File: config.mk
export PLATFORM = sky130hd
export DESIGN_NAME = sil_controller
export DESIGN_NICKNAME = d
export VERILOG_FILES = /design/src/inc/sil_pkg.sv /design/src/core/sil_controller.sv
export SDC_FILE = /design/constraint.sdc
export NUM_CORES = 1
export LEC_CHECK = 0
export ABC_CLOCK_PERIOD_IN_PS = 2180
export BUFFER_PORTS_ARGS = -buffer_cell sky130_fd_sc_hd__buf_2
export CAP_MARGIN = 30
export CELL_PAD_IN_SITES_DETAIL_PLACEMENT = 0
export CELL_PAD_IN_SITES_GLOBAL_PLACEMENT = 1
export CORE_ASPECT_RATIO = 1.4
export CORE_MARGIN = 2
export CORE_UTILIZATION = 35
export DETAILED_ROUTE_END_ITERATION = 7
export GPL_ROUTABILITY_DRIVEN = 0
export PLACE_DENSITY_LB_ADDON = 0.15
export SLEW_MARGIN = 20
export SYNTH_ARGS = -nofsm -noshare
export SYNTH_HDL_FRONTEND = slang
export SYNTH_SLANG_ARGS = --single-unit
File: constraint.sdc
create_clock -name clock_in -period 2.18 [get_ports clock_in]
set_input_delay 0.327 -clock clock_in [delete_from_list [all_inputs] [get_ports clock_in]]
set_output_delay 0.327 -clock clock_in [all_outputs]
set_load 0.01 [all_outputs]
File: src/inc/sil_pkg.sv
// package of constants and types for the safety interlock controller
package sil_pkg;
  // time base: one millisecond tick derived from the 100 MHz clock
  localparam int CLOCK_PERIOD_NS = 10;
  localparam int TICK_PERIOD_NS = 1_000_000;
  localparam int TICK_CYCLES = TICK_PERIOD_NS / CLOCK_PERIOD_NS;
  // supervision times in their own units, and in ticks
  localparam int WARN_MIN = 30;
  localparam int TEACH_S = 10;
  localparam int POWEROFF_MIN = 5;
  localparam int INHIBIT_MIN = 10;
  localparam logic [20:0] WARN_TICKS = 21'(WARN_MIN * 60 * 1000);
  localparam logic [20:0] TEACH_TICKS = 21'(TEACH_S * 1000);
  localparam logic [20:0] POWEROFF_TICKS = 21'(POWEROFF_MIN * 60 * 1000);
  localparam logic [20:0] INHIBIT_TICKS = 21'(INHIBIT_MIN * 60 * 1000);
  // blink generator periods in ticks
  localparam logic [9:0] HZ1_PERIOD = 10'h03e8;
  localparam logic [9:0] HZ1_ON = 10'h01f4;
  localparam logic [8:0] HZ3_PERIOD = 9'h014d;
  localparam logic [8:0] HZ3_ON = 9'h003c;
  localparam logic [8:0] SLOT_PERIOD = 9'h0190;
  localparam logic [8:0] SLOT_ON = 9'h00c8;
  // fault indicator pulse counts
  localparam logic [2:0] CODE_NONE = 3'h0;
  localparam logic [2:0] CODE_OUT_A = 3'h1;
  localparam logic [2:0] CODE_OUT_B = 3'h2;
  localparam logic [2:0] CODE_CROSS = 3'h3;
  localparam logic [2:0] CODE_TEMP = 3'h4;
  localparam logic [2:0] CODE_ACTUATOR = 3'h5;
  localparam logic [2:0] CODE_HANDLE = 3'h6;
  localparam logic [2:0] CODE_INTERNAL = 3'h7;
  // fault cause bit positions
  localparam int CAUSE_OUT_A = 0;
  localparam int CAUSE_OUT_B = 1;
  localparam int CAUSE_CROSS = 2;
  localparam int CAUSE_TEMP = 3;

  // operating sequence
  typedef enum logic [2:0] {
    SIL_NORMAL = 3'b000,
    SIL_TEACH = 3'b001,
    SIL_OFFREQ = 3'b010,
    SIL_ABORT = 3'b011,
    SIL_COMMIT_WAIT = 3'b100,
    SIL_INHIBIT = 3'b101
  } sil_state_t;

  // pins that come from the outside world
  typedef struct packed {
    logic guard_closed;
    logic actuator_present;
    logic actuator_valid;
    logic lock_engaged;
    logic handle_ok;
  } sil_sense_t;

  // pins driven toward the outside world
  typedef struct packed {
    logic safety_output_a;
    logic safety_output_b;
    logic diag;
    logic solenoid_lock;
    logic led_power;
    logic led_status;
    logic led_fault;
    logic commit_code;
    logic nv_teach_pending;
    logic nv_inhibit_pending;
  } sil_drive_t;

  // whole state of the controller
  typedef struct packed {
    sil_state_t st;
    logic started;
    logic [16:0] tick_cnt;
    logic [9:0] ms_1hz;
    logic [8:0] ms_3hz;
    logic [8:0] slot_ms;
    logic [2:0] slot_idx;
    logic [20:0] timer;
    logic [20:0] warn_timer;
    logic warn;
    logic err;
    logic [2:0] code;
    logic req_prev;
    sil_drive_t drv;
  } sil_regs_t;
endpackage : sil_pkg

File: src/core/sil_controller.sv
// control logic of the safety solenoid interlock
// Notes on behaviour
// - unlock variant: command asserted releases lock
// - lock variant: command asserted engages lock
// - coupled variant: unlocked drops outputs, relock restores
// - door-only variant: only guard opening drops outputs
// - minor fault warns, diag low, drops after 30min
// - latched error clears on guard opening
// - serial units accept telegram fault reset
// - internal fault drops outputs at once
// - warning clears itself when cause vanishes
// - actuator after power-up starts teach indication
// - after ten seconds status blinks 3 Hz
// - five minutes unpowered missing aborts, code five
// - commit code when actuator seen after repower
// - one-time variant refuses teach once committed
// - re-teachable variant repeats, new code replaces
// - ten minute inhibit after re-teach, power blinks
// - power loss restarts full inhibit period
// - no locking while handle between positions
// - power, status and fault indicators meanings
// - guard open all low; closed unlocked diag high
// - locking impossible: status blinks, diag low
// - closed and locked: status steady, all high
// - warning shows code; error drops everything
// - fault pulse count by cause, steady internal
// - serial reset on request bit falling edge
`timescale 1ns/1ps
module sil_controller #(
  parameter int TICK_CYCLES = sil_pkg::TICK_CYCLES // cycles per millisecond tick
) (
  // clock and reset
  input wire logic clock_in,
  input wire logic rst_n_in,
  // variant straps
  input wire logic power_to_lock_variant_in,
  input wire logic lock_coupled_variant_in,
  input wire logic individually_coded_in,
  input wire logic reteachable_coding_variant_in,
  input wire logic serial_variant_in,
  // command and sensors
  input wire logic lock_cmd_in,
  input wire sil_pkg::sil_sense_t sense_in,
  input wire logic [3:0] fault_cause_in,
  input wire logic internal_fault_in,
  input wire logic reset_request_in,
  // persistent storage view
  input wire logic code_stored_in,
  input wire logic nv_teach_pending_in,
  input wire logic nv_inhibit_pending_in,
  // drives
  output sil_pkg::sil_drive_t drive_out
);

  sil_pkg::sil_regs_t q; // registered state
  sil_pkg::sil_regs_t d; // next state

  logic tick; // one-cycle millisecond strobe
  logic cause_any; // any minor fault present
  logic [2:0] cause_code; // pulse count for the present minor fault
  logic want_lock; // decoded lock request
  logic locked; // guard closed, actuator valid and bolt engaged
  logic enable_path; // outputs may be on in normal running
  logic frame_end; // fault code frame wraps
  logic red_code; // red blink pattern for q.code
  logic handle_bad_req; // lock requested with handle off position
  logic reset_req; // guard opening or serial reset edge

  assign drive_out = q.drv;

  // next-state logic
  always_comb
  begin
    d = q;
    d.drv.commit_code = 1'b0;
    // single time base for every timer and blinker
    tick = (q.tick_cnt == 17'(TICK_CYCLES - 1));
    d.tick_cnt = tick ? 17'h0_0000 : q.tick_cnt + 17'h0_0001;
    frame_end = 1'b0;
    if (tick)
    begin
      d.ms_1hz = (q.ms_1hz == sil_pkg::HZ1_PERIOD - 10'h001) ? 10'h000 : q.ms_1hz + 10'h001;
      d.ms_3hz = (q.ms_3hz == sil_pkg::HZ3_PERIOD - 9'h001) ? 9'h000 : q.ms_3hz + 9'h001;
      if (q.slot_ms == sil_pkg::SLOT_PERIOD - 9'h001)
      begin
        d.slot_ms = 9'h000;
        d.slot_idx = q.slot_idx + 3'h1;
        frame_end = (q.slot_idx == 3'h7);
      end
      else
      begin
        d.slot_ms = q.slot_ms + 9'h001;
      end
    end
    // decode of the magnet command, variant dependent
    want_lock = power_to_lock_variant_in ? lock_cmd_in : ~lock_cmd_in;
    handle_bad_req = want_lock & ~sense_in.handle_ok;
    locked = sense_in.guard_closed & sense_in.actuator_valid & sense_in.lock_engaged;
    // minor fault coding, cross short wins when both outputs are hit
    cause_any = |fault_cause_in;
    if (fault_cause_in[sil_pkg::CAUSE_CROSS] | (fault_cause_in[sil_pkg::CAUSE_OUT_A] &
        fault_cause_in[sil_pkg::CAUSE_OUT_B]))
      cause_code = sil_pkg::CODE_CROSS;
    else if (fault_cause_in[sil_pkg::CAUSE_OUT_A])
      cause_code = sil_pkg::CODE_OUT_A;
    else if (fault_cause_in[sil_pkg::CAUSE_OUT_B])
      cause_code = sil_pkg::CODE_OUT_B;
    else if (fault_cause_in[sil_pkg::CAUSE_TEMP])
      cause_code = sil_pkg::CODE_TEMP;
    else
      cause_code = sil_pkg::CODE_NONE;
    // fault reset sources: guard opening or falling request bit on serial units
    reset_req = ~sense_in.guard_closed |
                (serial_variant_in & q.req_prev & ~reset_request_in);
    d.req_prev = reset_request_in;
    // the enabling path; a warning alone does not cut it
    enable_path = sense_in.guard_closed & sense_in.actuator_valid & ~q.err & ~internal_fault_in &
                  (lock_coupled_variant_in ? locked : 1'b1);

    // warning supervision
    if (q.warn)
    begin
      if (!cause_any)
      begin
        d.warn = 1'b0;
        d.warn_timer = 21'h00_0000;
        d.code = sil_pkg::CODE_NONE;
      end
      else if (tick)
      begin
        if (q.warn_timer == sil_pkg::WARN_TICKS - 21'h00_0001)
        begin
          d.warn = 1'b0;
          d.err = 1'b1;
          d.warn_timer = 21'h00_0000;
        end
        else
        begin
          d.warn_timer = q.warn_timer + 21'h00_0001;
        end
      end
    end
    else if (cause_any && q.drv.safety_output_a && !q.err)
    begin
      d.warn = 1'b1;
      d.code = cause_code;
    end
    // internal fault latches at once with a steady red light
    if (internal_fault_in)
    begin
      d.err = 1'b1;
      d.warn = 1'b0;
      d.code = sil_pkg::CODE_INTERNAL;
    end
    else if (q.err && reset_req && !cause_any)
    begin
      d.err = 1'b0;
      d.code = sil_pkg::CODE_NONE;
    end

    // teach-in and anti-tamper sequence
    if (tick)
      d.timer = q.timer + 21'h00_0001;
    if (!q.started)
    begin
      // first cycle after power-up reads the persistent flags
      d.started = 1'b1;
      d.timer = 21'h00_0000;
      if (nv_inhibit_pending_in)
      begin
        d.st = sil_pkg::SIL_INHIBIT;
        d.drv.nv_inhibit_pending = 1'b1;
      end
      else if (nv_teach_pending_in)
      begin
        d.st = sil_pkg::SIL_COMMIT_WAIT;
        d.drv.nv_teach_pending = 1'b1;
      end
    end
    else
    begin
      unique case (q.st)
        sil_pkg::SIL_NORMAL:
        begin
          d.timer = 21'h00_0000;
          // unknown actuator starts teach-in unless the variant is locked down
          if (individually_coded_in && sense_in.actuator_present && !sense_in.actuator_valid &&
              (reteachable_coding_variant_in || !code_stored_in))
            d.st = sil_pkg::SIL_TEACH;
        end
        sil_pkg::SIL_TEACH:
        begin
          if (tick && q.timer == sil_pkg::TEACH_TICKS - 21'h00_0001)
          begin
            d.st = sil_pkg::SIL_OFFREQ;
            d.timer = 21'h00_0000;
            d.drv.nv_teach_pending = 1'b1;
          end
        end
        sil_pkg::SIL_OFFREQ:
        begin
          if (tick && q.timer == sil_pkg::POWEROFF_TICKS - 21'h00_0001)
          begin
            d.st = sil_pkg::SIL_ABORT;
            d.drv.nv_teach_pending = 1'b0;
          end
        end
        sil_pkg::SIL_ABORT:
        begin
          d.code = sil_pkg::CODE_ACTUATOR;
        end
        sil_pkg::SIL_COMMIT_WAIT:
        begin
          if (sense_in.actuator_present)
          begin
            d.drv.commit_code = 1'b1;
            d.drv.nv_teach_pending = 1'b0;
            d.timer = 21'h00_0000;
            if (reteachable_coding_variant_in)
            begin
              d.st = sil_pkg::SIL_INHIBIT;
              d.drv.nv_inhibit_pending = 1'b1;
            end
            else
            begin
              d.st = sil_pkg::SIL_NORMAL;
            end
          end
        end
        sil_pkg::SIL_INHIBIT:
        begin
          // hold at the end of the period until the new actuator shows up
          if (q.timer >= sil_pkg::INHIBIT_TICKS)
          begin
            d.timer = sil_pkg::INHIBIT_TICKS;
            if (sense_in.actuator_valid)
            begin
              d.st = sil_pkg::SIL_NORMAL;
              d.drv.nv_inhibit_pending = 1'b0;
            end
          end
        end
        default:
        begin
          d.st = sil_pkg::SIL_ABORT;
        end
      endcase
    end

    // solenoid drive, refused while the handle sits between positions
    d.drv.solenoid_lock = want_lock & sense_in.handle_ok;

    // safety and diagnostic outputs
    if (q.st == sil_pkg::SIL_NORMAL && q.started)
    begin
      d.drv.safety_output_a = enable_path & ~d.err;
      d.drv.safety_output_b = enable_path & ~d.err;
      d.drv.diag = sense_in.guard_closed & sense_in.actuator_valid & ~handle_bad_req &
                   ~q.warn & ~cause_any & ~q.err & ~internal_fault_in;
    end
    else
    begin
      d.drv.safety_output_a = 1'b0;
      d.drv.safety_output_b = 1'b0;
      d.drv.diag = 1'b0;
    end

    // red blink pattern: n pulses per frame, then a pause
    red_code = (q.slot_idx < q.code) && (q.slot_ms < sil_pkg::SLOT_ON);
    if (frame_end)
      d.slot_idx = 3'h0;

    // indicators
    unique case (q.st)
      sil_pkg::SIL_TEACH, sil_pkg::SIL_COMMIT_WAIT:
      begin
        d.drv.led_power = 1'b0;
        d.drv.led_fault = 1'b1;
        d.drv.led_status = q.ms_1hz < sil_pkg::HZ1_ON;
      end
      sil_pkg::SIL_OFFREQ:
      begin
        d.drv.led_power = 1'b0;
        d.drv.led_fault = 1'b1;
        d.drv.led_status = q.ms_3hz < sil_pkg::HZ3_ON;
      end
      sil_pkg::SIL_ABORT:
      begin
        d.drv.led_power = 1'b1;
        d.drv.led_fault = red_code;
        d.drv.led_status = 1'b0;
      end
      sil_pkg::SIL_INHIBIT:
      begin
        d.drv.led_power = q.ms_1hz < sil_pkg::HZ1_ON;
        d.drv.led_fault = 1'b0;
        d.drv.led_status = 1'b0;
      end
      default:
      begin
        d.drv.led_power = 1'b1;
        if (q.err || q.warn)
        begin
          // steady for internal faults, pulse count otherwise
          d.drv.led_fault = (q.code == sil_pkg::CODE_INTERNAL) ? 1'b1 : red_code;
          d.drv.led_status = 1'b0;
        end
        else if (handle_bad_req && sense_in.guard_closed)
        begin
          // locking impossible: shown as handle code without latching an error
          d.drv.led_fault = (q.slot_idx < sil_pkg::CODE_HANDLE) && (q.slot_ms < sil_pkg::SLOT_ON);
          d.drv.led_status = q.ms_1hz < sil_pkg::HZ1_ON;
        end
        else
        begin
          d.drv.led_fault = 1'b0;
          if (!sense_in.guard_closed)
            d.drv.led_status = 1'b0;
          else if (locked)
            d.drv.led_status = 1'b1;
          else
            d.drv.led_status = q.ms_1hz < sil_pkg::HZ1_ON;
        end
      end
    endcase
  end

  // state register; power-up is the only full restart
  always_ff @(posedge clock_in)
  begin
    if (!rst_n_in)
      q <= '0;
    else
      q <= d;
  end
endmodule : sil_controller

# [Yosys cells after proc, flatten, opt, wreduce, memory -nomap -nowiden]
# Index checks and enable logic that the tools add are counted.
[classes] muxes=71 order_cmp=6 n_eq_ne=26 bitwise=29 n_reduce_logical=36 add_sub_neg=7
[ops] cell="2-to-1 mux 21 bit" n=7
[ops] cell="2-to-1 mux 107 bit" n=1
[ops] cell="case mux 21 bit (4 select lines)" n=1
[ops] cell="2-to-1 mux 3 bit" n=23
[ops] cell="adder 21 x 1 -> 21 bit, second input constant" n=2
[ops] cell="2-to-1 mux 31 bit" n=1
[ops] cell="2-to-1 mux 23 bit" n=1
[ops] cell="2-to-1 mux 1 bit" n=22
[ops] cell="2-to-1 mux 22 bit" n=1
[ops] cell="== test 21 x 14 -> 1 bit, second input constant" n=1
[ops] cell="== test 21 x 19 -> 1 bit, second input constant" n=1
[ops] cell="== test 21 bit, second input constant" n=1
[ops] cell="greater-or-equal comparator 21 x 20 -> 1 bit, second input constant" n=1
[ops] cell="inequality test 3 bit, second input constant" n=7
[ops] cell="adder 9 x 1 -> 9 bit, second input constant" n=2
[ops] cell="== test 9 bit, second input constant" n=2
[ops] cell="2-to-1 mux 9 bit" n=2
[ops] cell="case mux 3 bit (6 select lines)" n=1
[ops] cell="adder 17 x 1 -> 17 bit, second input constant" n=1
[ops] cell="== test 17 bit, second input constant" n=1
[ops] cell="2-to-1 mux 17 bit" n=1
[ops] cell="AND 1 bit" n=16
[ops] cell="logical AND 1 bit" n=13
[ops] cell="== test 3 bit, second input constant" n=4
[ops] cell="other kinds (33)" n=62
[totals] regBits=109 word_cells=197

# [Logic depth before layout (Yosys ltp)]
[depth] ltp_word=12 mapped_depth=10 ltp_nobuf=7

# [Worst setup path before layout]
# Ideal clock, no wire load.
[synth_timing] kind="reg2reg" from="reg q[89] in the netlist's numbering" to="reg q[51] in the netlist's numbering" period_less_slack_ps=2280 setup_slack_ps=-100 t_arrival_ps=2165 path_stages_with_launch=10 setup_time_ps=115 n_path_buf=2 cell_sequence="dfxtp_1 > ha_1 > and4_1 > buf_2 > nand4_1 > or4_1 > a221o_1 > o21bai_4 > buf_6 > nor2_1"
[synth_via] elab_chain_cells=4
[synth_rtl] element="start: declaration" line_no="sil_controller.sv:55" source="sil_pkg::sil_regs_t q;"
[synth_rtl] element="start signal: assignment" line_no="sil_controller.sv:332" source="q <= '0;"
[synth_rtl] element="start signal: assignment" line_no="sil_controller.sv:334" source="q <= d;"
[synth_rtl] element="== test 17 bit (*)" line_no="sil_controller.sv:77" source="tick = (q.tick_cnt == 17'(TICK_CYCLES - 1));"
[synth_rtl] element="2-to-1 mux 21 bit / logical AND 1 bit (equally long branches)" line_no="sil_controller.sv:162, sil_controller.sv:193"
[synth_rtl] element="2-to-1 mux 21 bit, on equally long branches" line_no="sil_controller.sv:233, sil_controller.sv:193, sil_controller.sv:214"
[synth_rtl] element="case mux 21 bit (4 select lines) (*)" line_no="sil_controller.sv:182" source="unique case (q.st)"
# Mark *: on every way between the ends. The rest lies on a longest branch, timed or not.
# A chain may end at the register's enable or synchronous reset.

# [Worst setup path after layout]
[layout_timing] from="reg q[89] in the netlist's numbering" to="reg q[32] in the netlist's numbering"
[layout_via] elab_chain_cells=3
[layout_rtl] element="== test 17 bit" line_no="sil_controller.sv:77"
[layout_rtl] element="inequality test 2 bit (no source line)"
[layout_rtl] element="AND reduction 2 bit (no source line)"
# Every way passes these cells.

==> key figures <==
Setup path
  • Critical path class: register to register
  • R2R setup slack: -5 ps
  • Worst setup SP type: register
  • Reg2reg start: q[89]
  • CP endpoint kind: register
  • Reg2Reg Depth: 7
  • WP data arrival: between 2000 and 2500 ps
  • Worst reg2reg endpoint: q[32]
  • Critical Path RT: 2450 ps
  • Critical Path Fanout Max: 11

Pwr
  • Comb pwr share: between 15 and 20%
  • P_int: 3.35 mW
  • Leakage Power: ~2.8 nW
  • Psw: 1.21 mW
  • Clock network fraction of design power: 38.7%
  • Part of the power in registers: 46.0%
  • Switching Fraction: a little over a quarter
  • Pwr/cell area: 622 nW/um^2
  • Worst vdd ir: 0.416 mV

Clocking
  • Num CTS Buffers: 9
  • Clock Sinks: 109
  • Clk slew on worst S/H paths: 70 ps
  • TritonCTS clock tree: done
  • # hold bufs at CTS: 0
  • Clk_lat worst skew: 350 ps
  • H-tree depth: 3
  • Buffers from clock root to sink, at most: 2
  • CTS Root Cell: clkbuf_16

Hold path
  • HP Start: reset_request_in
  • WHS Endpoint: q[10]
  • Worst min path class: primary input to register
  • Hold Path Depth: 2

Route
  • Remaining DRCs: 0
  • Initial DRC count: 319
  • Remaining antenna violation count: 0
  • Routed vias: 5582
  • Average wire per standard cell: approximately 16 um
  • DR pass1 iterations: 4
  • Post-Route WL: 16500 um
  • Via-to-Cell Ratio: around 5.4

Flow run
  • MaxCap Viol Count: 0

STA
  • Setup TNS: -4.84 ps
  • Clk_skew: 8.44 ps
  • Slew margin rel.: 66.6%
  • Final worst slack: -4.84 ps
  • Unrepaired setup endpoints after global routing: true
  • Max-slew violation count: 0
  • Slew of the pin with the lowest slew margin: around 500 ps
  • Final period util: 100%
  • Crit path time final: 2180 ps
  • Endpoints failing setup: 1
  • Final hold violation count: 0
  • Achievable frequency: around 0.46 GHz
  • Worst hold margin: 191 ps

Logic synthesis
  • Yosys top cell area share: 37.7%
  • Synthesized flop and latch total: 109
  • Syn nets: 763
  • Post-synth EDFFs: 0
  • Post-synthesis cell type count: 62
  • YS warnings: 0
  • Post-synthesis cell area: just under 6000 sq um
  • Register area share after synthesis: 37.7%
  • Synth Instances: 729
  • Ys async rst share: 0%
  • Avg Inst Size Synth: about 7.9 sq um
  • Ranking of synthesized cells by area: dfxtp_1 38%, nor2_1 6.9%, nand2_1 5.0%, xor2_1 5.0%, a21oi_1 4.7%
  • Dominant cell type by area after synthesis: dfxtp_1
  • Ys flop type: dfxtp_1

Final layout
  • # diodes: 0
  • Area occupied by multi-input gates: 3500 sq um
  • Register area: 2190 sq um
  • Fin cells: 1040
  • Area grow syn2layout: 26.8%
  • Final nets: about 870
  • Most frequent cells in the layout: 106 x nor2_1, 106 x dfxtp_1, 96 x buf_4
  • Finished Cell Area: 7330 sq um
  • Fill count: about 1600
  • Share of layout cells above drive strength 1: between 20 and 25%

Floorplanning
  • Initial Util: 35.8%
  • Die Area: 17600 sq um
  • IO Pins: 32
  • Die W: 113 um
  • Die H: 156 um
  • Core Footprint: approximately 16000 sq um
  • FP Rows: 55

GRT
  • Largest net degree at the start of global routing: 34
  • Initial antenna violation count: 0
  • Vias in the first global route: 5417
  • GRT Overall Usage: 18.5%
  • First-pass GRT wire length: 26300 um
  • Overflow after GRT: 0

Run status
  • Failing checks: setup timing
  • Status: complete, but fails checks

Placement
  • Post-DP HPWL: 12100 um
  • DP Cell Count: 1017
  • PortBufs: 31
  • Setup WS pre-CTS: -53.9 ps
  • Placed cell areas: 6760 sq um
==> synthesized netlist by cell type, types with 15 or more instances <==
master / n
dfxtp_1: 109
nor2_1: 107
nand2_1: 77
a21oi_1: 54
nand3_1: 33
xor2_1: 33
o21ai_0: 32
nand4_1: 26
xnor2_1: 22
clkbuf_1: 21
inv_1: 21
or3_1: 15
==> sequential cells by signal, indices dropped and copies added, names as in the netlist <==
| name | cells |
|---|---|
| q | 100 |
| drive_out | 9 |
==> metrics by stage <==
stage | power (mW) | utilization [%]
6_report | 4.56 | 45.4
5_1_grt | 4.76 | 45.4
4_1_cts | 4.62 | 44.0
3_5_place_dp | 2.84 | 41.8
3_3_place_gp | 2.83 | 41.8
2_1_floorplan | 2.58 | -
==> what timing repair did <==
| item | in CTS | in global routing |
|---|---|---|
| setup endpoints to repair | 29 | 43 |
| pin swaps | 4 | 9 |
| cloned | 0 | 2 |
| resized for setup | 7 | 33 |
| buffers inserted | 1 | 5 |
==> worst max-delay path by stage <==
stage | startpoint | endpoint | slack (ps) | depth (start not counted)
finish | q[89] | q[32] | -5 | 7
global route | q[16] | q[32] | -190 | 7
CTS | q[90] | q[47] | -30 | 8
detailed placement | q[90] | q[51] | -50 | 8
global placement | q[90] | q[37] | -20 | 8
floorplan | q[37] | q[51] | 50 | 8
==> layer usage <==
layer | up-vias | part of all wire [%] | global-route usage [%]
li1 | 2810 | - | -
met1 | 2670 | 42 | 21.7
met2 | 78 | 53 | 34.0
met3 | 24 | 2.2 | 1.94
met4 | 0 | 2.6 | 8.07
met5 | - | 0 | 0
==> critical path, stage by stage (launching register included) <==
cell	delay, ps
dfxtp_2	360
ha_4	130
and4_4	210
nand4_1	170
buf_4	260
a311o_1	400
or3_1	390
a21oi_1	200
==> power groups by stage <==
stage | logic (mW) | clock network, mW | registers (mW)
finish | 0.699 | 1.77 | 2.10
global route | 0.764 | 1.89 | 2.11
CTS | 0.700 | 1.82 | 2.10
detailed placement | 0.692 | 0 | 2.15
global placement | 0.681 | 0 | 2.15
floorplan | 0.462 | 0 | 2.12
==> layout make-up <==
class	count	share of cell area, %
clock buffer	10	3.12
sequential	109	29.8
timing repair buffer	134	13.7
clock inverter	5	1.14
tap	199	3.39
multi-input combinational	561	47.7
inverter	22	1.13
==> cells by family after synthesis <==
group,synth area share (%)
adders and majority gates,2.60
AOI/OAI and AO/OA,14.5
buffers and inverters,4.72
xor gates and xnor gates,8.33
muxes,0.346
DFF,37.7
and+or+nand+nor,31.7
(Power assumes the default switching activity.)
